`src/rtl/spm_consts.vh`:
```
// Functional notes
// - Channel 1 clock pin: high clock enable gives input, else async/low enable output.
// - Channel 0 clock pin uses the same selection with its own bits.
// - Interrupt inputs five and four stay usable while clock pins are general port.
// - Channel 1 receive pin is serial input when receive enable is set.
// - Channel 0 receive pin is serial input on smart-card select or receive enable.
// - Channel 0 transmit pin is serial output on smart-card select or transmit enable.
// - Smart-card transmit pin alternates between driven and high impedance.
// - Port A pin is output when its direction bit is one, else input.
// - Modes 3 and 6 hold port A bit 7 direction at one, driving address.
// - Port A direction register is write-only and reads as all ones.
// - Reset or hardware standby loads direction 0x00, or 0x80 in modes 3, 6.
// - Software standby keeps registers and keeps output pins driven.
// - Port A read gives latch for output bits, pin level for input bits.
// - Port A data register resets to 0x00 on reset and hardware standby.
// - Next-data enabled bits ignore writes and load only from next-data transfers.
// - Unclaimed serial port pins follow their direction bit.
`ifndef SPM_CONSTS_VH
`define SPM_CONSTS_VH

// ****************************************************************
// Register map
// ****************************************************************
`define SPM_ADDR_W 16
`define SPM_OFS_SER_DIR 16'hffd0
`define SPM_OFS_PA_DIR 16'hffd1
`define SPM_OFS_SER_DATA 16'hffd2
`define SPM_OFS_PA_DATA 16'hffd3

// ****************************************************************
// Reset values and field layout
// ****************************************************************
`define SPM_PA_DIR_RST 8'h00
`define SPM_PA_DIR_RST_ADDR 8'h80
`define SPM_PA_DATA_RST 8'h00
`define SPM_SER_DIR_RST 8'hc0
`define SPM_SER_DATA_RST 8'hc0
`define SPM_SER_FIXED_MASK 8'hc0
`define SPM_ALL_ONES 8'hff
`define SPM_UNMAPPED 8'h00
`define SPM_PA_ADDR_BIT 7
`define SPM_MODE_ADDR_A 3'h3
`define SPM_MODE_ADDR_B 3'h6
`define SPM_SYNC_W 14

// Serial port pin positions.
`define SPM_P_SERIAL_CLK_CH1 5
`define SPM_P_SERIAL_CLK_CH0 4
`define SPM_P_RX1 3
`define SPM_P_RX0 2
`define SPM_P_TX0 0

`endif

```
`src/rtl/spm_pin_mux.v`:
```
`include "spm_consts.vh"

module spm_pin_mux (
  core_clk,
  reset_n,
  clk_en,
  op_mode,
  hw_standby_n,
  sw_standby,
  reg_addr,
  reg_wdata,
  reg_wr,
  reg_rd,
  reg_rdata,
  pa_in,
  pa_out,
  pa_oe,
  addr_high_bit,
  next_data_enable_reg,
  next_data_reg,
  next_data_load,
  ser_in,
  ser_out,
  ser_oe,
  ch1_clk_enable_high,
  ch1_clk_enable_low,
  ch1_async_sel,
  ch1_receive_enable,
  ch1_clk_out,
  ch0_clk_enable_high,
  ch0_clk_enable_low,
  ch0_async_sel,
  ch0_receive_enable,
  ch0_transmit_enable,
  smart_card_select,
  ch0_clk_out,
  ch0_tx_data,
  ch0_tx_drive,
  serial_clk_ch1,
  serial_clk_ch0,
  rx_pin_ch1,
  rx_pin_ch0,
  ext_irq_five,
  ext_irq_four
);
  input wire core_clk;
  input wire reset_n;
  input wire clk_en;
  input wire [2:0] op_mode;
  input wire hw_standby_n;
  input wire sw_standby;
  input wire [15:0] reg_addr;
  input wire [7:0] reg_wdata;
  input wire reg_wr;
  input wire reg_rd;
  output reg [7:0] reg_rdata;
  input wire [7:0] pa_in;
  output reg [7:0] pa_out;
  output reg [7:0] pa_oe;
  input wire addr_high_bit;
  input wire [7:0] next_data_enable_reg;
  input wire [7:0] next_data_reg;
  input wire [1:0] next_data_load;
  input wire [5:0] ser_in;
  output reg [5:0] ser_out;
  output reg [5:0] ser_oe;
  input wire ch1_clk_enable_high;
  input wire ch1_clk_enable_low;
  input wire ch1_async_sel;
  input wire ch1_receive_enable;
  input wire ch1_clk_out;
  input wire ch0_clk_enable_high;
  input wire ch0_clk_enable_low;
  input wire ch0_async_sel;
  input wire ch0_receive_enable;
  input wire ch0_transmit_enable;
  input wire smart_card_select;
  input wire ch0_clk_out;
  input wire ch0_tx_data;
  input wire ch0_tx_drive;
  output wire serial_clk_ch1;
  output wire serial_clk_ch0;
  output wire rx_pin_ch1;
  output wire rx_pin_ch0;
  output wire ext_irq_five;
  output wire ext_irq_four;

  // ****************************************************************
  // Mode decode
  // ****************************************************************
  function addr_mode;
    input [2:0] mode;
    begin
      addr_mode = (mode == `SPM_MODE_ADDR_A) || (mode == `SPM_MODE_ADDR_B);
    end
  endfunction

  function [7:0] dir_init;
    input [2:0] mode;
    begin
      if (addr_mode(mode)) begin
        dir_init = `SPM_PA_DIR_RST_ADDR;
      end else begin
        dir_init = `SPM_PA_DIR_RST;
      end
    end
  endfunction

  reg [7:0] pa_dir_r;
  reg [7:0] pa_dir_nxt;
  reg [7:0] pa_data_r;
  reg [7:0] pa_data_nxt;
  reg [7:0] ser_dir_r;
  reg [7:0] ser_dir_nxt;
  reg [7:0] ser_data_r;
  reg [7:0] ser_data_nxt;
  reg init_pend_r;
  reg [7:0] rdata_nxt;
  reg [7:0] pa_out_nxt;
  reg [7:0] pa_oe_nxt;
  reg [5:0] ser_out_nxt;
  reg [5:0] ser_oe_nxt;
  wire [13:0] pins_sync;
  wire [7:0] pa_sync;
  wire [5:0] ser_sync;
  wire amode;
  wire [7:0] pa_dir_eff;
  wire [7:0] nd_mask;
  wire reinit;
  integer i;

  // ****************************************************************
  // Pin input synchroniser
  // ****************************************************************
  spm_sync2 #(
    .W(`SPM_SYNC_W)
  ) u_sync (
    .core_clk(core_clk),
    .reset_n(reset_n),
    .clk_en(clk_en),
    .async_in({ser_in, pa_in}),
    .sync_out(pins_sync)
  );

  assign pa_sync = pins_sync[7:0];
  assign ser_sync = pins_sync[13:8];
  assign amode = addr_mode(op_mode);
  assign reinit = init_pend_r || !hw_standby_n;

  // Bit 7 is forced to output in the address modes whatever is stored.
  assign pa_dir_eff = {pa_dir_r[7] | amode, pa_dir_r[6:0]};

  // Group 0 covers bits 3 to 0, group 1 covers bits 7 to 4.
  assign nd_mask = {{4{next_data_load[1]}}, {4{next_data_load[0]}}} & next_data_enable_reg;

  // The serial units and interrupt inputs see the synchronised pin levels.
  assign serial_clk_ch1 = ser_sync[`SPM_P_SERIAL_CLK_CH1];
  assign serial_clk_ch0 = ser_sync[`SPM_P_SERIAL_CLK_CH0];
  assign rx_pin_ch1 = ser_sync[`SPM_P_RX1];
  assign rx_pin_ch0 = ser_sync[`SPM_P_RX0];
  assign ext_irq_five = ser_sync[`SPM_P_SERIAL_CLK_CH1];
  assign ext_irq_four = ser_sync[`SPM_P_SERIAL_CLK_CH0];

  // ****************************************************************
  // Register writes
  // ****************************************************************
  always @* begin
    pa_dir_nxt = pa_dir_r;
    pa_data_nxt = pa_data_r;
    ser_dir_nxt = ser_dir_r;
    ser_data_nxt = ser_data_r;
    if (reinit) begin
      pa_dir_nxt = dir_init(op_mode);
      pa_data_nxt = `SPM_PA_DATA_RST;
      ser_dir_nxt = `SPM_SER_DIR_RST;
      ser_data_nxt = `SPM_SER_DATA_RST;
    end else begin
      // Software standby changes nothing here, so contents survive it.
      if (reg_wr && reg_addr == `SPM_OFS_PA_DIR) begin
        pa_dir_nxt = reg_wdata;
        if (amode) begin
          pa_dir_nxt[`SPM_PA_ADDR_BIT] = 1'b1;
        end
      end
      if (reg_wr && reg_addr == `SPM_OFS_PA_DATA) begin
        // Enabled bits keep their value against software writes.
        pa_data_nxt = (reg_wdata & ~next_data_enable_reg) |
                      (pa_data_r & next_data_enable_reg);
      end
      // A transfer in the same cycle as a write wins on its own bits.
      pa_data_nxt = (pa_data_nxt & ~nd_mask) | (next_data_reg & nd_mask);
      if (reg_wr && reg_addr == `SPM_OFS_SER_DIR) begin
        ser_dir_nxt = reg_wdata | `SPM_SER_FIXED_MASK;
      end
      if (reg_wr && reg_addr == `SPM_OFS_SER_DATA) begin
        ser_data_nxt = reg_wdata | `SPM_SER_FIXED_MASK;
      end
    end
  end

  // ****************************************************************
  // Register reads
  // ****************************************************************
  always @* begin
    rdata_nxt = `SPM_UNMAPPED;
    case (reg_addr)
      `SPM_OFS_PA_DIR: begin
        rdata_nxt = `SPM_ALL_ONES;
      end
      `SPM_OFS_SER_DIR: begin
        rdata_nxt = `SPM_ALL_ONES;
      end
      `SPM_OFS_PA_DATA: begin
        rdata_nxt = (pa_data_r & pa_dir_eff) | (pa_sync & ~pa_dir_eff);
      end
      `SPM_OFS_SER_DATA: begin
        rdata_nxt = (ser_data_r & ser_dir_r) | ({2'b00, ser_sync} & ~ser_dir_r) |
                    `SPM_SER_FIXED_MASK;
      end
      default: begin
        rdata_nxt = `SPM_UNMAPPED;
      end
    endcase
  end

  // ****************************************************************
  // Pin function selection
  // ****************************************************************
  always @* begin
    // Output bits keep driving in software standby; the latch is unchanged.
    for (i = 0; i < 8; i = i + 1) begin
      pa_out_nxt[i] = pa_data_r[i];
      pa_oe_nxt[i] = pa_dir_eff[i];
    end
    if (amode) begin
      pa_out_nxt[`SPM_PA_ADDR_BIT] = addr_high_bit;
    end
    for (i = 0; i < 6; i = i + 1) begin
      ser_out_nxt[i] = ser_data_r[i];
      ser_oe_nxt[i] = ser_dir_r[i];
    end
    if (ch1_clk_enable_high) begin
      ser_oe_nxt[`SPM_P_SERIAL_CLK_CH1] = 1'b0;
    end else if (ch1_async_sel || ch1_clk_enable_low) begin
      ser_out_nxt[`SPM_P_SERIAL_CLK_CH1] = ch1_clk_out;
      ser_oe_nxt[`SPM_P_SERIAL_CLK_CH1] = 1'b1;
    end
    if (ch0_clk_enable_high) begin
      ser_oe_nxt[`SPM_P_SERIAL_CLK_CH0] = 1'b0;
    end else if (ch0_async_sel || ch0_clk_enable_low) begin
      ser_out_nxt[`SPM_P_SERIAL_CLK_CH0] = ch0_clk_out;
      ser_oe_nxt[`SPM_P_SERIAL_CLK_CH0] = 1'b1;
    end
    if (ch1_receive_enable) begin
      ser_oe_nxt[`SPM_P_RX1] = 1'b0;
    end
    if (smart_card_select || ch0_receive_enable) begin
      ser_oe_nxt[`SPM_P_RX0] = 1'b0;
    end
    if (smart_card_select) begin
      ser_out_nxt[`SPM_P_TX0] = ch0_tx_data;
      ser_oe_nxt[`SPM_P_TX0] = ch0_tx_drive;
    end else if (ch0_transmit_enable) begin
      ser_out_nxt[`SPM_P_TX0] = ch0_tx_data;
      ser_oe_nxt[`SPM_P_TX0] = 1'b1;
    end
  end

  // ****************************************************************
  // State
  // ****************************************************************
  // The mode strap is caught one enabled cycle after reset release, since
  // an asynchronous reset may only load constants.
  always @(posedge core_clk or negedge reset_n) begin
    if (!reset_n) begin
      init_pend_r <= 1'b1;
      pa_dir_r <= `SPM_PA_DIR_RST;
      pa_data_r <= `SPM_PA_DATA_RST;
      ser_dir_r <= `SPM_SER_DIR_RST;
      ser_data_r <= `SPM_SER_DATA_RST;
      reg_rdata <= `SPM_UNMAPPED;
      pa_out <= 8'h00;
      pa_oe <= 8'h00;
      ser_out <= 6'h00;
      ser_oe <= 6'h00;
    end else if (clk_en) begin
      init_pend_r <= 1'b0;
      pa_dir_r <= pa_dir_nxt;
      pa_data_r <= pa_data_nxt;
      ser_dir_r <= ser_dir_nxt;
      ser_data_r <= ser_data_nxt;
      if (reg_rd) begin
        reg_rdata <= rdata_nxt;
      end else begin
        reg_rdata <= `SPM_UNMAPPED;
      end
      pa_out <= pa_out_nxt;
      pa_oe <= pa_oe_nxt;
      ser_out <= ser_out_nxt;
      ser_oe <= ser_oe_nxt;
    end
  end
endmodule

```
`src/rtl/spm_sync2.v`:
```
module spm_sync2 #(
  parameter W = 14
) (
  core_clk,
  reset_n,
  clk_en,
  async_in,
  sync_out
);
  input wire core_clk;
  input wire reset_n;
  input wire clk_en;
  input wire [W-1:0] async_in;
  output reg [W-1:0] sync_out;

  reg [W-1:0] meta_r;

  // The first stage feeds only the second stage.
  always @(posedge core_clk or negedge reset_n) begin
    if (!reset_n) begin
      meta_r <= {W{1'b0}};
      sync_out <= {W{1'b0}};
    end else if (clk_en) begin
      meta_r <= async_in;
      sync_out <= meta_r;
    end
  end
endmodule

```
`config.mk`:
```
export PLATFORM = sky130hd
export DESIGN_NAME = spm_pin_mux
export DESIGN_NICKNAME = d
export VERILOG_FILES = /design/src/rtl/spm_pin_mux.v /design/src/rtl/spm_sync2.v
export VERILOG_INCLUDE_DIRS = /design/src /design/src/rtl
export SDC_FILE = /design/constraint.sdc
export NUM_CORES = 1
export LEC_CHECK = 0
export ABC_AREA = 1
export BUFFER_PORTS_ARGS = -buffer_cell sky130_fd_sc_hd__buf_2
export CORE_MARGIN = 3
export CORE_UTILIZATION = 30
export DETAILED_ROUTE_END_ITERATION = 10
export GPL_TIMING_DRIVEN = 0
export MAX_ROUTING_LAYER = met4
export PLACE_DENSITY = 0.54
export SLEW_MARGIN = 20
export SYNTH_ARGS = -nofsm -noshare
export SYNTH_HDL_FRONTEND = slang
export SYNTH_SLANG_ARGS = --single-unit
```
`constraint.sdc`:
```
create_clock -name core_clk -period 3.1 [get_ports core_clk]
set_clock_uncertainty 0.1 [all_clocks]
set_input_delay 0.93 -clock core_clk [delete_from_list [all_inputs] [get_ports core_clk]]
set_output_delay 0.93 -clock core_clk [all_outputs]
set_load 0.005 [all_outputs]
```
### Yosys cells after proc, flatten, opt, wreduce, memory -nomap -nowiden

Cells that the tools add are included.
Widths: inputs -> output; s select.

* input bits: 81
* output and inout bits: 42
* word-level logic and storage cells: 81
* bits in registers: 93

* bitwise logic cells: 18
* eq/ne operators: 6
* multiplexer cells: 28
* reductions and logical operators: 17

Operator list (count)
* $eq 16x16->1 const B: 4
* $and 8x8->8: 7
* $mux 8: 7
* $mux 6: 4
* $not 8->8: 3
* $or 8x8->8: 3
* $pmux 8 s3: 1
* $mux 1: 16
* $and 6x6->6: 2
* $not 6->6: 1
* $or 6x6->6: 1
* $reduce_and 2->1: 3
* $reduce_bool 2->1: 3
* $logic_or 1x1->1: 5
* $logic_and 1x1->1: 4
* $eq 3x2->1 const B: 1
* $eq 3x3->1 const B: 1
* $reduce_or 2->1: 1
* $logic_not 1->1: 1
* $or 1x1->1: 1

### Logic depth before layout (Yosys ltp)

* depth in word-level cells: 8
* gate-level depth with buffers: 11
* depth with buffers taken out: 10

### Modules after synthesis

Synthesis repeated with hierarchy kept, for this count alone.

* cell total of the unflattened synthesis: 586
* area, all modules: 4539.4 sq um

By module, submodules not included
* spm_pin_mux: cells an instance 468, instances 1, area each 3463.3 sq um, seq. area each 1627.8 sq um
* spm_sync2: cells an instance 118, instances 1, area each 1076.0 sq um, seq. area each 700.7 sq um

### Least setup slack after synthesis

No wires, ideal clock.

* path type: in2reg
* from: input port reg_addr[5]
* to: register ser_dir_r[5]
* setup time: 117 ps
* setup slack: 1069 ps
* cell stages on the path: 11
* path buffers: 1
* data required time: 2883 ps
* arrival time: 1814 ps
* path through: inv_1 nand2_1 nor2_4 inv_2 nor2_4 buf_6 nand3_1 nand2_2 nand2_2 nand2_1 nand2_1

* longest elaborated chain between the ends: 4

Ends and longest elaborated chain
* start, declared: line spm_pin_mux.v:52 `input wire [15:0] reg_addr;`
* $eq 16x16->1
* $logic_and 1x1->1 (no source line)
* $reduce_bool 2->1 (no source line)
* $reduce_and 2->1 (no source line)
* end signal, assigned: line spm_pin_mux.v:279 `` ser_dir_r <= `SPM_SER_DIR_RST; ``
* end signal, assigned: line spm_pin_mux.v:290 `ser_dir_r <= ser_dir_nxt;`
* end, declared: line spm_pin_mux.v:113 `reg [7:0] ser_dir_r;`

No other way between the ends.
A chain may end at the register's enable or synchronous reset.

### Final worst setup path

* from: register u_sync.sync_out[13]
* to: output port serial_clk_ch1

RTL lines
* start, declared: line spm_sync2.v:14 `output reg [W-1:0] sync_out;`
* start signal, assigned: line spm_sync2.v:22 `sync_out <= {W{1'b0}};`
* start signal, assigned: line spm_sync2.v:25 `sync_out <= meta_r;`
* end, declared: line spm_pin_mux.v:81 `output wire serial_clk_ch1;`

No word-level cell between the ends.

==> impl_metrics.tcl <==
set metrics [dict create \
    final_cells 894 \
    power_mw 2.884 \
    status "finished, final reports clean" \
    area_growth_pct 25.76 \
    netlist_instances 574 \
    clk_pin_slew_ps 60 \
    dpl_worst_slack_ps 749.5 \
    rr_endpoint "ser_data_r[1]" \
    n_antenna_cell 0 \
    yosysTopAreaCellShare 0.5130 \
    drt_iter0_markers 269 \
    ys_ff_latch 93 \
    cts_sinks 93 \
    place_area_sq_um 5353 \
    vias 4164 \
    cts_max_level 3 \
    root_buffer "clkbuf_16" \
    r2r-start "init_pend_r" \
    endpoint_kind "output pin" \
    cts_buffers 9 \
    final_cell_area_sq_um 5644 \
    min_path_type "in -> async" \
    start_kind "flop" \
    globalplace.congestion 0.8781 \
    synth.area.top_cells "dfrtp_1, nand2_1, nand3_1" \
    grt_pass1_wl_um 20930 \
    ys_seq_area_frac 0.5188 \
    crit_type "reg -> out" \
    cts_tree "built" \
    hold-worst-slack_ps 365.5 \
    drt-total-wl_um 13140 \
    num_rows 44 \
    io_buffers 120 \
    synth_cell_types 33 \
    dp_hpwl_um 10150 \
    grt_max_degree 64 \
    drc 0 \
    slew_violations 0 \
    ff2ff_setup_slack_ps 1470 \
    cp.required_ps 2070 \
    fillers 1561 \
    ys_warn_count 0 \
    finalHoldViolations 0 \
    clock_latency_ps 330 \
    grt_pass1_vias 4072 \
    startpoint "u_sync.sync_out[13]" \
    postCtsSetupBuffers 0 \
    nNetsFinal 787 \
    drive_gt1_frac 0.2324 \
    ant_nets 0 \
    drtPass1Iterations 4 \
    antenna_found_initial 0 \
    fin_crit_sh 0.6498 \
    ioPinCount 123 \
    slew_headroom 0.5728 \
    synth_area_leader_cell "dfrtp_1" \
    period_needed_ps 2015 \
    grt_use_total 0.1664 \
    cellPowerDensity_nw_per_um2 510.9 \
    layout_common_cells "nand2_1, buf_2, dfrtp_1, nand3_1, inv_1" \
    overflow 0 \
    ir_drop_uv 401.3 \
    regArea_sq_um 2328 \
    syn_area_per_cell_sq_um 7.819 \
    reg2regPathDepth 7 \
    cp_max_fo 3 \
    arrival_ps 980 \
    viasPerCell 4.658 \
    wl_per_cell_um 14.70 \
    coreArea_sq_um 14590 \
    die_w_um 128.3 \
    fmax_ghz 0.4964 \
    syn_area_sq_um 4488 \
    tns_ps 0 \
    multi_input_area_sq_um 1864 \
    ctsHoldBuffers 0 \
    layout_commonest_cell "nand2_1" \
    leakagePower_nw 3.086 \
    setup_violations 0 \
    dp.cells 879 \
    rsz0062_at_grt "no" \
    endpoint "serial_clk_ch1" \
    cts_resized 0 \
    syn-num-nets 655 \
    drv_cap 0 \
    start_util 0.3076 \
    worst_slack_ps 1085 \
    fin_util 0.3869 \
    tightestPinTransition_ps 634.1 \
    die_h_um 128.3 \
    clockBufferDepth 2 \
    die_area_sq_um 16460 \
]
## power by group
| group | switching, mW | internal, mW |
|---|---|---|
| clock | 0.447 | 0.641 |
| combinational | 0.242 | 0.155 |
| sequential | 0.0759 | 1.32 |
## critical path, cell delays in order, from the launching register on
cell and delay, ps:
dfrtp_1 400, buf_4 140, buf_2 110
## registers in the layout, indices dropped and copies added (netlist names)
register,cells
ser_data_r,6
pa_dir_r,8
ser_out,6
u_sync.meta_r,14
ser_dir_r,6
pa_data_r,8
init_pend_r,1
ser_oe,6
reg_rdata,8
pa_out,8
pa_oe,8
u_sync.sync_out,14
## Yosys cell counts
cell type  number
a21oi_1         2
nor3_2          1
nand3_1        67
nand2_4         3
a31oi_1         1
clkinv_1        1
o221ai_1        1
nor3_1          5
buf_1           1
nor2_1         18
dfstp_2         1
buf_6           5
nor2_2          1
inv_1          39
a21boi_0        7
o2111ai_1       1
nor3_4          1
o21ai_0        35
nand2_2         6
o21ai_1         1
nand3_2         1
mux2i_1         1
clkbuf_1       13
inv_2           3
buf_4           2
o31ai_1         2
o21ai_2         1
dfrtp_1        92
nand2_1       248
nand4_1         8
o211ai_1        1
buf_2           2
nor2_4          3
## worst min-delay path by stage
| stage | startpoint | end | slack (ps) |
|---|---|---|---|
| 6_report | reset_n | pa_data_r[3] | 370 |
| 4_1_cts | reset_n | pa_data_r[3] | 370 |
| 2_1_floorplan | init_pend_r | init_pend_r | 330 |
| 3_5_place_dp | pa_out[3] | pa_out[3] | 360 |
| 3_3_place_gp | init_pend_r | init_pend_r | 360 |
| 5_1_grt | reset_n | pa_data_r[3] | 380 |
## final cells by class
cell class | count | area share
tap | 184 | 0.04079
inverter | 43 | 0.02860
sequential | 93 | 0.4125
clock buffer | 11 | 0.04301
timing repair buffer | 121 | 0.1124
multi-input combinational | 415 | 0.3303
clock inverter | 4 | 0.008646
buffer | 23 | 0.02372
## per-layer routing
metal / share of wire / routed length (um) / GRT usage / vias up
li1: - / - / - / 2097
met1: 0.47 / 6228 / 0.2229 / 1943
met2: 0.46 / 6027 / 0.2577 / 112
met3: 0.056 / 731 / 0.03667 / 12
met4: 0.012 / 155 / 0.04057 / 0
met5: 0 / 0 / - / -
## kinds of logic (layout without fill, tap and decap cells)
kind of cell,Yosys count,count (layout),synth area share
AOI/OAI and AO/OA,52,52,0.06635
buffers and inverters,66,202,0.06579
DFF,93,93,0.5188
muxes,1,1,0.002230
and+or+nand+nor,362,362,0.3468
Note: power is estimated with default switching activity, not from simulation.
